$ cat config.mk
export PLATFORM = sky130hd
export DESIGN_NAME = mas_alert_bank
export DESIGN_NICKNAME = d
export VERILOG_FILES = /design/src/logic/mas_pkg.sv /design/src/logic/mas_alert_bank.sv
export SDC_FILE = /design/constraint.sdc
export NUM_CORES = 1
export LEC_CHECK = 0
export BUFFER_PORTS_ARGS = -buffer_cell sky130_fd_sc_hd__buf_2
export CAP_MARGIN = 10
export CORE_UTILIZATION = 45
export DETAILED_ROUTE_END_ITERATION = 12
export GPL_ROUTABILITY_DRIVEN = 0
export GPL_TIMING_DRIVEN = 0
export PLACE_DENSITY = 0.67
export SYNTH_ARGS = -nofsm -noshare
export SYNTH_HDL_FRONTEND = slang
export SYNTH_SLANG_ARGS = --single-unit
$ cat constraint.sdc
create_clock -name clk -period 1.75 [get_ports clk]
set_input_delay 0.2625 -clock clk [delete_from_list [all_inputs] [get_ports clk]]
set_output_delay 0.2625 -clock clk [all_outputs]
set_load 0.05 [all_outputs]
$ cat src/logic/mas_pkg.sv
// package with the alert bank register map, field masks and state type
package mas_pkg;
  localparam int NGRP = 6;
  localparam int GRP_VOLT = 0;
  localparam int GRP_TMP = 1;
  localparam int GRP_CUR = 2;
  localparam int GRP_SUP = 3;
  localparam int GRP_SHN = 4;
  localparam int GRP_INT = 5;
  localparam logic [7:0] OFS_SUMMARY = 8'h10;
  // offsets of groups 5..0
  localparam logic [NGRP-1:0][7:0] GRP_OFS = {8'h1A, 8'h19, 8'h18, 8'h15, 8'h14, 8'h12};
  localparam logic [NGRP-1:0][15:0] GRP_HI_MASK =
    {16'h0F00, 16'h0F00, 16'hFF00, 16'h0F00, 16'h0700, 16'h0F00};
  localparam logic [NGRP-1:0][15:0] GRP_LO_MASK =
    {16'h0001, 16'h000F, 16'h00FF, 16'h000F, 16'h0007, 16'h000F};
  // summary bit positions fed by each group's high and low halves
  localparam logic [NGRP-1:0][3:0] SUM_HI_BIT = {4'hD, 4'hF, 4'hE, 4'hB, 4'hA, 4'h8};
  localparam logic [NGRP-1:0][3:0] SUM_LO_BIT = {4'hC, 4'h7, 4'h6, 4'h3, 4'h2, 4'h0};
  localparam logic [15:0] SUM_MASK = 16'hFDCD;
  localparam logic [15:0] RESET_VAL = 16'h0000;
  localparam int HI_LSB = 8;
  typedef struct packed {
    logic [NGRP-1:0][15:0] grp;
    logic [15:0] rdata;
  } mas_state_t;
endpackage

$ cat src/logic/mas_alert_bank.sv
// sticky alert status bank with group summary and write-one-to-clear access
`timescale 1ns/1ns
`default_nettype none
module mas_alert_bank (
  input wire logic clk,
  input wire logic nrst,
  input wire logic reg_wr,
  input wire logic reg_rd,
  input wire logic [7:0] reg_addr,
  input wire logic [15:0] reg_wdata,
  output logic [15:0] reg_rdata,
  input wire logic [3:0] uncommitted_voltage_input_high_alert,
  input wire logic [3:0] uncommitted_voltage_input_low_alert,
  input wire logic internal_temperature_channel_high_alert,
  input wire logic internal_temperature_channel_low_alert,
  input wire logic external_diode_channel_a_high_alert,
  input wire logic external_diode_channel_a_low_alert,
  input wire logic external_diode_channel_b_high_alert,
  input wire logic external_diode_channel_b_low_alert,
  input wire logic [3:0] current_sense_high_alert,
  input wire logic [3:0] current_sense_low_alert,
  input wire logic [3:0] bipolar_dac_output_monitor_high_alert,
  input wire logic [3:0] bipolar_dac_output_monitor_low_alert,
  input wire logic analog_negative_supply_high_alert,
  input wire logic analog_negative_supply_low_alert,
  input wire logic bipolar_dac_supply_high_alert,
  input wire logic bipolar_dac_supply_low_alert,
  input wire logic unipolar_dac_supply_high_alert,
  input wire logic unipolar_dac_supply_low_alert,
  input wire logic analog_positive_supply_high_alert,
  input wire logic analog_positive_supply_low_alert,
  input wire logic [3:0] shunt_high_side_monitor_high_alert,
  input wire logic [3:0] shunt_high_side_monitor_low_alert,
  input wire logic [3:0] integrator_limit_flag,
  input wire logic supply_alarm
);
  mas_pkg::mas_state_t state_q;
  mas_pkg::mas_state_t state_d;
  logic [mas_pkg::NGRP-1:0][15:0] set_vec;
  logic [mas_pkg::NGRP-1:0][15:0] clr_vec;
  logic [15:0] summary;
  logic [15:0] sum_model;

  // place each alert input at its register bit
  always_comb begin
    set_vec[mas_pkg::GRP_VOLT] = {4'h0, uncommitted_voltage_input_high_alert,
                                 4'h0, uncommitted_voltage_input_low_alert};
    set_vec[mas_pkg::GRP_TMP] = {5'h00, external_diode_channel_b_high_alert,
                                 external_diode_channel_a_high_alert,
                                 internal_temperature_channel_high_alert,
                                 5'h00, external_diode_channel_b_low_alert,
                                 external_diode_channel_a_low_alert,
                                 internal_temperature_channel_low_alert};
    set_vec[mas_pkg::GRP_CUR] = {4'h0, current_sense_high_alert,
                                 4'h0, current_sense_low_alert};
    set_vec[mas_pkg::GRP_SUP][15:8] = {bipolar_dac_output_monitor_high_alert,
                                       analog_negative_supply_high_alert,
                                       bipolar_dac_supply_high_alert,
                                       unipolar_dac_supply_high_alert,
                                       analog_positive_supply_high_alert};
    set_vec[mas_pkg::GRP_SUP][7:0] = {bipolar_dac_output_monitor_low_alert,
                                      analog_negative_supply_low_alert,
                                      bipolar_dac_supply_low_alert,
                                      unipolar_dac_supply_low_alert,
                                      analog_positive_supply_low_alert};
    set_vec[mas_pkg::GRP_SHN] = {4'h0, shunt_high_side_monitor_high_alert,
                                 4'h0, shunt_high_side_monitor_low_alert};
    set_vec[mas_pkg::GRP_INT] = {4'h0, integrator_limit_flag,
                                 7'h00, supply_alarm};
  end

  // summary is pure OR of the stored bits, so it can never disagree with its groups
  always_comb begin
    summary = mas_pkg::RESET_VAL;
    for (int g = 0; g < mas_pkg::NGRP; g++) begin
      summary[mas_pkg::SUM_HI_BIT[g]] = |(state_q.grp[g] & mas_pkg::GRP_HI_MASK[g]);
      summary[mas_pkg::SUM_LO_BIT[g]] = |(state_q.grp[g] & mas_pkg::GRP_LO_MASK[g]);
    end
    summary = summary & mas_pkg::SUM_MASK;
  end

  always_comb begin
    for (int g = 0; g < mas_pkg::NGRP; g++) begin
      clr_vec[g] = 16'h0000;
      if (reg_wr && reg_addr == mas_pkg::GRP_OFS[g]) begin
        clr_vec[g] = reg_wdata;
      end
      if (reg_wr && reg_addr == mas_pkg::OFS_SUMMARY) begin
        // a summary write clears only the half of the group behind that bit
        if (reg_wdata[mas_pkg::SUM_HI_BIT[g]]) begin
          clr_vec[g] = clr_vec[g] | mas_pkg::GRP_HI_MASK[g];
        end
        if (reg_wdata[mas_pkg::SUM_LO_BIT[g]]) begin
          clr_vec[g] = clr_vec[g] | mas_pkg::GRP_LO_MASK[g];
        end
      end
    end
  end

  always_comb begin
    state_d = state_q;
    for (int g = 0; g < mas_pkg::NGRP; g++) begin
      // set applied after clear so an alert in the clearing cycle is kept
      state_d.grp[g] = ((state_q.grp[g] & ~clr_vec[g]) | set_vec[g]) &
                       (mas_pkg::GRP_HI_MASK[g] | mas_pkg::GRP_LO_MASK[g]);
    end
    if (reg_rd) begin
      state_d.rdata = mas_pkg::RESET_VAL;
      if (reg_addr == mas_pkg::OFS_SUMMARY) begin
        state_d.rdata = summary;
      end
      for (int g = 0; g < mas_pkg::NGRP; g++) begin
        if (reg_addr == mas_pkg::GRP_OFS[g]) begin
          state_d.rdata = state_q.grp[g];
        end
      end
    end
  end

  always_ff @(posedge clk or negedge nrst) begin
    if (!nrst) begin
      state_q <= '0;
    end else begin
      state_q <= state_d;
    end
  end

  assign reg_rdata = state_q.rdata;

  // summary rebuilt bit by bit, independent of the position tables
  always_comb begin
    sum_model = {|(state_q.grp[mas_pkg::GRP_SHN] & mas_pkg::GRP_HI_MASK[mas_pkg::GRP_SHN]),
                 |(state_q.grp[mas_pkg::GRP_SUP] & mas_pkg::GRP_HI_MASK[mas_pkg::GRP_SUP]),
                 |(state_q.grp[mas_pkg::GRP_INT] & mas_pkg::GRP_HI_MASK[mas_pkg::GRP_INT]),
                 |(state_q.grp[mas_pkg::GRP_INT] & mas_pkg::GRP_LO_MASK[mas_pkg::GRP_INT]),
                 |(state_q.grp[mas_pkg::GRP_CUR] & mas_pkg::GRP_HI_MASK[mas_pkg::GRP_CUR]),
                 |(state_q.grp[mas_pkg::GRP_TMP] & mas_pkg::GRP_HI_MASK[mas_pkg::GRP_TMP]),
                 1'h0,
                 |(state_q.grp[mas_pkg::GRP_VOLT] & mas_pkg::GRP_HI_MASK[mas_pkg::GRP_VOLT]),
                 |(state_q.grp[mas_pkg::GRP_SHN] & mas_pkg::GRP_LO_MASK[mas_pkg::GRP_SHN]),
                 |(state_q.grp[mas_pkg::GRP_SUP] & mas_pkg::GRP_LO_MASK[mas_pkg::GRP_SUP]),
                 2'h0,
                 |(state_q.grp[mas_pkg::GRP_CUR] & mas_pkg::GRP_LO_MASK[mas_pkg::GRP_CUR]),
                 |(state_q.grp[mas_pkg::GRP_TMP] & mas_pkg::GRP_LO_MASK[mas_pkg::GRP_TMP]),
                 1'h0,
                 |(state_q.grp[mas_pkg::GRP_VOLT] & mas_pkg::GRP_LO_MASK[mas_pkg::GRP_VOLT])};
  end
endmodule // mas_alert_bank
`default_nettype wire

; ---- Word-level counts from Yosys, hierarchy flattened
; Cells that the tools add are included.
[word_totals]
ff_bits = 67
inputBits = 79
output_inout_bits = 16
wordCells = 81
[op_classes]
n_eq_ne = 7
n_mux = 31
bitwise_logic = 18
reduce_logical = 18
[op_table]
columns = op, n
row1 = $mux 16, 10
row2 = $mux 12, 12
row3 = $eq 8x5->1 const B, 7
row4 = $and 12x12->12, 4
row5 = $not 12->12, 4
row6 = $or 12x12->12, 4
row7 = $mux 11, 3
row8 = $reduce_or 4->1, 7
row9 = $and 16x16->16, 1
row10 = $not 16->16, 1
row11 = $or 16x16->16, 1
row12 = $reduce_or 8->1, 2
row13 = $mux 4, 3
row14 = $and 11x11->11, 1
row15 = $not 11->11, 1
row16 = $or 11x11->11, 1
row17 = $mux 8, 1
row18 = $logic_and 1x1->1, 7
row19 = $reduce_or 3->1, 2
row20 = $mux 3, 1
row21 = $mux 1, 1

; ---- Logic depth before layout (Yosys ltp)
; Gate-level depths: netlist (run 1).
[depth]
ltp_word = 9
mapped_depth = 7
depth_no_buf = 4

; ---- Worst setup path before layout (run 1)
; Ideal clock, no wire load.
[synth_timing]
kind = input-to-reg
start = input reg_addr[5]
end = register state_q[58] in the netlist's numbering
setup_time_ns = 0.120
t_arrival_ns = 1.671
required_ns = 1.630
slack_ns = -0.042
path_stages = 6
n_path_buf = 2
path_cell_list = or4b_1 -> buf_6 -> nor3_4 -> buf_6 -> nand2_1 -> a31o_2
[synth_rtl]
columns = element, line
row1 = from (decl), mas_alert_bank.sv:9  ; input wire logic [7:0] reg_addr,
row2 = to (signal assigned), mas_alert_bank.sv:124  ; state_q <= state_d;
row3 = to (decl), mas_alert_bank.sv:37  ; mas_pkg::mas_state_t state_q;

==> results of run 1 <==
[layout by cell type, fill, tap and decap left out, types with 5 or more instances in the layout]
| cell | instances |
|---|---|
| a21o_1 | 8 |
| a21oi_1 | 7 |
| a31o_2 | 42 |
| a31oi_1 | 6 |
| buf_2 | 94 |
| buf_4 | 22 |
| clkbuf_1 | 9 |
| clkbuf_8 | 12 |
| dfrtp_1 | 67 |
| inv_1 | 7 |
| mux2i_1 | 6 |
| nand2_1 | 56 |
| nor2_1 | 13 |
| nor2b_1 | 8 |
| nor3_1 | 10 |
| nor3_4 | 5 |
| nor4_1 | 9 |
| o21ai_0 | 20 |
[flip-flops by register name, indices dropped and copies added (netlist names)]
register / count
reg_rdata: 16
state_q: 51
[what timing repair did]
action                                  4_1_cts  5_1_grt
gates resized for setup                       4       10
pin swaps                                     1        2
endpoints found under the setup margin       39       22
buffers inserted                              2        4
hold buffers                                  0        0
[synth_stat cells, types with 3 or more instances]
master     n  area, um^2
a221o_1    3       30.03
buf_6      4       45.04
nand2b_1   4       25.02
a21oi_1    7       35.03
nand3_1    4       20.02
nor2b_1    8       50.05
a211oi_1   3       22.52
nor3_1    11       55.05
nand2_1   61       229.0
a31oi_1    6       37.54
a31o_2    42       367.9
o22ai_1    4       25.02
nor4_1     9       56.30
a21o_1     8       60.06
inv_1      7       26.28
o41ai_1    3       26.28
dfrtp_1   67        1677
a22o_1     3       26.28
buf_4     16       120.1
nor2_1    14       52.55
clkbuf_1  11       41.29
and2_1     3       18.77
mux2i_1    6       60.06
and4_1     4       35.03
o21ai_0   20       100.1
a21boi_0   4       30.03
nor3_2     3       30.03
[through the flow]
step | instances | setup WS (ps)
floorplan | 366 | -32.02
global placement | 561 | -491.1
detailed placement | 561 | -479.2
CTS | 579 | 40.31
global route | 583 | 9.314
finish | 583 | 48.86
[layout make-up]
| type | instances | area (um^2) | share of cell area |
|---|---|---|---|
| plain buffers | 33 | 222.7 | 0.04929 |
| clock buffers | 12 | 165.2 | 0.03655 |
| clock inverters | 4 | 47.55 | 0.01052 |
| inverters | 7 | 26.28 | 0.005816 |
| multi-input cells | 259 | 1727 | 0.3822 |
| flip-flops and latches | 67 | 1677 | 0.3711 |
| well taps | 102 | 127.6 | 0.02825 |
| repair buffers | 99 | 525.5 | 0.1163 |
[how the worst min path moves through the flow]
stage	from	to
floorplan	nrst	reg_rdata[0]$_DFFE_PN0P_
CTS	nrst	state_q[16]$_DFF_PN0_
global placement	bipolar_dac_output_monitor_low_alert[2]	state_q[70]$_DFF_PN0_
global route	external_diode_channel_b_high_alert	state_q[42]$_DFF_PN0_
finish	nrst	state_q[50]$_DFF_PN0_
detailed placement	nrst	state_q[19]$_DFF_PN0_
[kinds of logic (layout without fill, tap and decap cells)]
kind of cell | Yosys count | in the layout
compound gates | 116 | 116
buf+inv | 40 | 155
simple gates | 135 | 135
flops | 67 | 67
mux | 8 | 8
[power breakdown]
group          internal (mW)  total, mW  switching [mW]
Combinational          0.143      0.390           0.248
Sequential              1.56       1.57          0.0105
Clock                  0.769       1.37           0.600
[layer usage]
metal | wire, um | share of wire | vias up
met3 | 799 | 0.074 | 27
met5 | 0 | 0 | -
met2 | 5067 | 0.47 | 172
met4 | 283 | 0.026 | 0
li1 | - | - | 1568
met1 | 4667 | 0.43 | 1669
==> impl_metrics.yaml, run 1 <==
clock_tree:
  root_buffer: "clkbuf_8"
  cts_buffers: 9
  clkTransAtPathRegs_ps: 70
  cts.sinks: 67
  insertion_delay_ps: 360
  htree_levels: 3
  cts_tree: "done"
  ctsLongestPathBuffers: 2
synth:
  ys_seq_elements: 67
  synthCells: 366
  synth_top_family_by_area: "compound AO/OA/AOI/OAI gates"
  syn-num-nets: 445
  synth_compound_area_frac: 0.2444
  synth_simple_gate_area_share: 0.1965
  synthMuxAreaShare: 0.02308
  synth_edf_count: 0
  ys_warn_count: 0
  synthAdderAreaFrac: 0
  synthArstFlopShare: 1.000
  synth-seq-area-share: 0.4685
  ys.flop_type: "dfrtp_1"
  synth_xor_xnor_area_share: 0
  synth_area_mm2: 0.003578
  syn_avg_cell_area_um2: 9.777
  netlist-cell-type-count: 51
routing:
  wl_per_cell_um: 18.55
  initialDrtViolationCount: 348
  vias_per_cell: 5.894
  drt_first_pass_iters: 5
  ant_nets: 0
  drc_errors: 0
  totalWireLength_um: 10820
  vias: 3436
global_routing:
  grt_use_met2: 0.4261
  grtUsageMet3: 0.06198
  grt_pass1_wl_um: 17130
  grt_max_degree: 68
  grt_pass1_vias: 3258
  grt-busiest-layer: "met2"
  use_met1: 0.3692
  grt_remaining_overflow: 0
  antenna_found_initial: 0
  track_usage: 0.2736
die:
  std_cell_rows: 32
  start_util: 0.4631
  io_pins: 95
  die-area_mm2: 0.008313
  core_area_mm2: 0.007727
  fp.dieH_um: 91.18
  die_x_um: 91.18
placement:
  io_buffers: 93
  placed_area_mm2: 0.004195
  hpwl_um: 7850
setup_path:
  r2r_start: "state_q[65]$_DFF_PN0_"
  crit_fanout: 7
  crit_start: "reg_addr[5]"
  crit_path_top_delay_cell: "or4b_4"
  r2r_setup_slack_ps: 370
  path_delay_family: "simple AND/OR/NAND/NOR gates"
  path_cells: "buf_2, or4b_4, buf_6, nor3_4, buf_12, nand2_1, a31o_2"
  path_buf_inv: 3
  critPathArrivalTime_ps: 1950
  crit_cells: 7
  cp.required_ps: 2000
  worst-r2r-cell-count: 4
  critPathKind: "input port to register"
  slowest_delay_ps: 530
  endpoint: "state_q[67]$_DFF_PN0_"
  endpoint_kind: "register"
  reg2reg_to: "reg_rdata[1]$_DFFE_PN0P_"
  startpoint_type: "input port"
timing:
  skew_ps: 6.673
  finalHoldViolations: 1
  relSlewSlack: 0.4452
  finalCriticalPeriod_ps: 1701
  fin_worst_hold_slack_ps: -0.7436
  final.setup.tns_ps: 0
  fmax_mhz: 587.8
  fin_crit_sh: 0.9721
  worst_pin_slew_ps: 832.2
  setup_viol: 0
  maxSlewViolCount: 0
  rsz0062_at_grt: "no"
power:
  leakage_nw: 1.802
  power-per-cell-area_mw_per_mm2: 737.9
  vdd_drop_max_mv: 0.3690
  power_mw: 3.334
cells_and_area:
  antennaDiodeCount: 0
  drive_gt1_frac: 0.4241
  final_core_util: 0.5847
  nets: 555
  fin_area_mm2: 0.004518
  area_delta_synth_final_pct: 26.26
  fill_cells: 752
worst_hold_path:
  hold_path_class: "input port to async pin"
run_status:
  outcome: "finished, violations left"
  violations: "hold timing"
run:
  maxCapViolCount: 0
(Power assumes the default switching activity.)
==> inputs of run 2 (changes only) <==
--- a/config.mk
+++ b/config.mk
@@ -5,13 +5,14 @@
 export SDC_FILE = /design/constraint.sdc
 export NUM_CORES = 1
 export LEC_CHECK = 0
-export BUFFER_PORTS_ARGS = -buffer_cell sky130_fd_sc_hd__buf_2
 export CAP_MARGIN = 10
 export CORE_UTILIZATION = 45
 export DETAILED_ROUTE_END_ITERATION = 12
+export DONT_BUFFER_PORTS = 1
 export GPL_ROUTABILITY_DRIVEN = 0
 export GPL_TIMING_DRIVEN = 0
-export PLACE_DENSITY = 0.67
+export PLACE_DENSITY = 0.57
+export SKIP_CTS_REPAIR_TIMING = 1
 export SYNTH_ARGS = -nofsm -noshare
 export SYNTH_HDL_FRONTEND = slang
 export SYNTH_SLANG_ARGS = --single-unit
==> run 2 against run 1 <==
The flow still finishes with violations (hold timing). Die area unchanged. Sequential share of layout area increased by 4.5 points. Sequential cell count unchanged. Wire length decreased by 1.2%. Critical endpoint is now state_q[48]$_DFF_PN0_.
==> impl_metrics.yaml, run 2 (same netlist as run 1, synthesis figures left out) <==
global_routing:
  grt_max_degree: 68
  grt_pass1_vias: 3082
  track_usage: 0.2695
  grt_pass1_wl_um: 16820
  antenna_found_initial: 0
  grt_remaining_overflow: 0
power:
  p_seq_frac: 0.507
  power_mw: 3.110
  p_comb_frac: 0.075
  p_int_mw: 2.374
  leakage_nw: 1.382
  clkPwrFrac: 0.419
  p_switching_uw: 736.0
  power-per-cell-area_mw_per_mm2: 772.2
  netSwitchingFraction: 0.2367
  vdd_drop_max_mv: 0.3598
setup_path:
  crit_path_top_delay_cell: "nor3_2"
  path_cells: "or4b_4, buf_6, nor3_2, nand2_1, a31o_2"
  cp.required_ps: 1980
  critPathArrivalTime_ps: 1880
  startpoint_type: "input port"
  crit_fanout: 8
  worst-r2r-cell-count: 4
  slowest_delay_ps: 540
  endpoint_kind: "register"
  critPathKind: "input port to register"
clock_tree:
  htree_levels: 3
  insertion_delay_ps: 350
  root_buffer: "clkbuf_8"
  cts_buffers: 9
  ctsLongestPathBuffers: 2
  clkTransAtPathRegs_ps: 70
  cts_tree: "done"
  cts.sinks: 67
timing:
  worst_pin_slew_ps: 622.9
  setup_viol: 0
  fmax_mhz: 608.7
  maxSlewViolCount: 0
  finalHoldViolations: 67
  finalCriticalPeriod_ps: 1643
  relSlewSlack: 0.5825
  skew_ps: 10.54
  fin_crit_sh: 0.9387
  final.setup.worst_slack_ps: 107.2
  rsz0062_at_grt: "no"
  fin_worst_hold_slack_ps: -400.6
die:
  core_area_mm2: 0.007727
  start_util: 0.4631
  die_x_um: 91.18
  fp.dieH_um: 91.18
  io_pins: 95
  die-area_mm2: 0.008313
  std_cell_rows: 32
routing:
  drt_first_pass_iters: 4
  wl_per_cell_um: 21.71
  vias_per_cell: 6.209
  drc_errors: 0
  initialDrtViolationCount: 177
  vias: 3055
  ant_nets: 0
  totalWireLength_um: 10680
placement:
  placed_area_mm2: 0.003727
  dp_slack_ps: -399.8
  hpwl_um: 7778
  io_buffers: 0
run_status:
  violations: "hold timing"
  outcome: "finished, violations left"
worst_hold_path:
  hold_path_class: "input port to async pin"
run:
  maxCapViolCount: 0
cells_and_area:
  largest_reg_flops: 51
  largest_register: "state_q"
  fin_area_mm2: 0.004028
  drive_gt1_frac: 0.2538
  final_core_util: 0.5212
  antennaDiodeCount: 0
  nets: 465
  final_common_cell: "dfrtp_1"
  final_cell_mix: "dfrtp_1, nand2_1, a31o_2"
  area_delta_synth_final_pct: 12.55
## run 2: critical path: cells and delay by family
family / cells / cell delay [ps]
AOI/OAI and AO/OA: 1 / 260
buffers and inverters: 1 / 160
and+or+nand+nor: 3 / 1180
## run 2: final timing paths
kind,startpoint,endpoint,slack [ps]
min in group clk,uncommitted_voltage_input_low_alert[0],state_q[16]$_DFF_PN0_,10
max reg2reg,state_q[56]$_DFF_PN0_,reg_rdata[11]$_DFFE_PN0P_,350
max in group asynchronous,nrst,state_q[19]$_DFF_PN0_,2050
min reg2reg,state_q[24]$_DFF_PN0_,state_q[24]$_DFF_PN0_,490
min,nrst,reg_rdata[5]$_DFFE_PN0P_,-400
max,reg_addr[5],state_q[48]$_DFF_PN0_,110
## run 2: through the flow
stage	setup TNS [ps]	cells
final	0	492
after detailed placement	-19940	468
after CTS	-194.9	483
after floorplan	-430.6	366
after global placement	-19350	468
after global routing	0	492
## run 2: power groups by stage
stage	registers, mW	clock network (mW)	logic [mW]
2_1_floorplan	1.60	0	0.177
3_3_place_gp	1.60	0	0.213
3_5_place_dp	1.60	0	0.214
4_1_cts	1.57	1.33	0.215
5_1_grt	1.58	1.39	0.250
6_report	1.58	1.30	0.233
## run 2: area by class of cell
class                           instances  area, um^2
Fill cell                             732        3700
Multi-Input combinational cell        259        1702
Sequential cell                        67        1677
Buffer                                 33       216.5
Clock buffer                           13       158.9
Tap cell                              102       127.6
Timing Repair Buffer                    9       85.08
Clock inverter                          2       35.03
Inverter                                7       26.28
## run 2: layer usage
layer | track usage | wire, um | part of all wire | vias to the layer above
met5 | 0 | 0 | 0 | -
li1 | - | - | - | 1390
met2 | 0.4122 | 4851 | 0.45 | 123
met4 | 0.1019 | 192 | 0.018 | 0
met3 | 0.06616 | 843 | 0.079 | 15
met1 | 0.3695 | 4795 | 0.45 | 1527
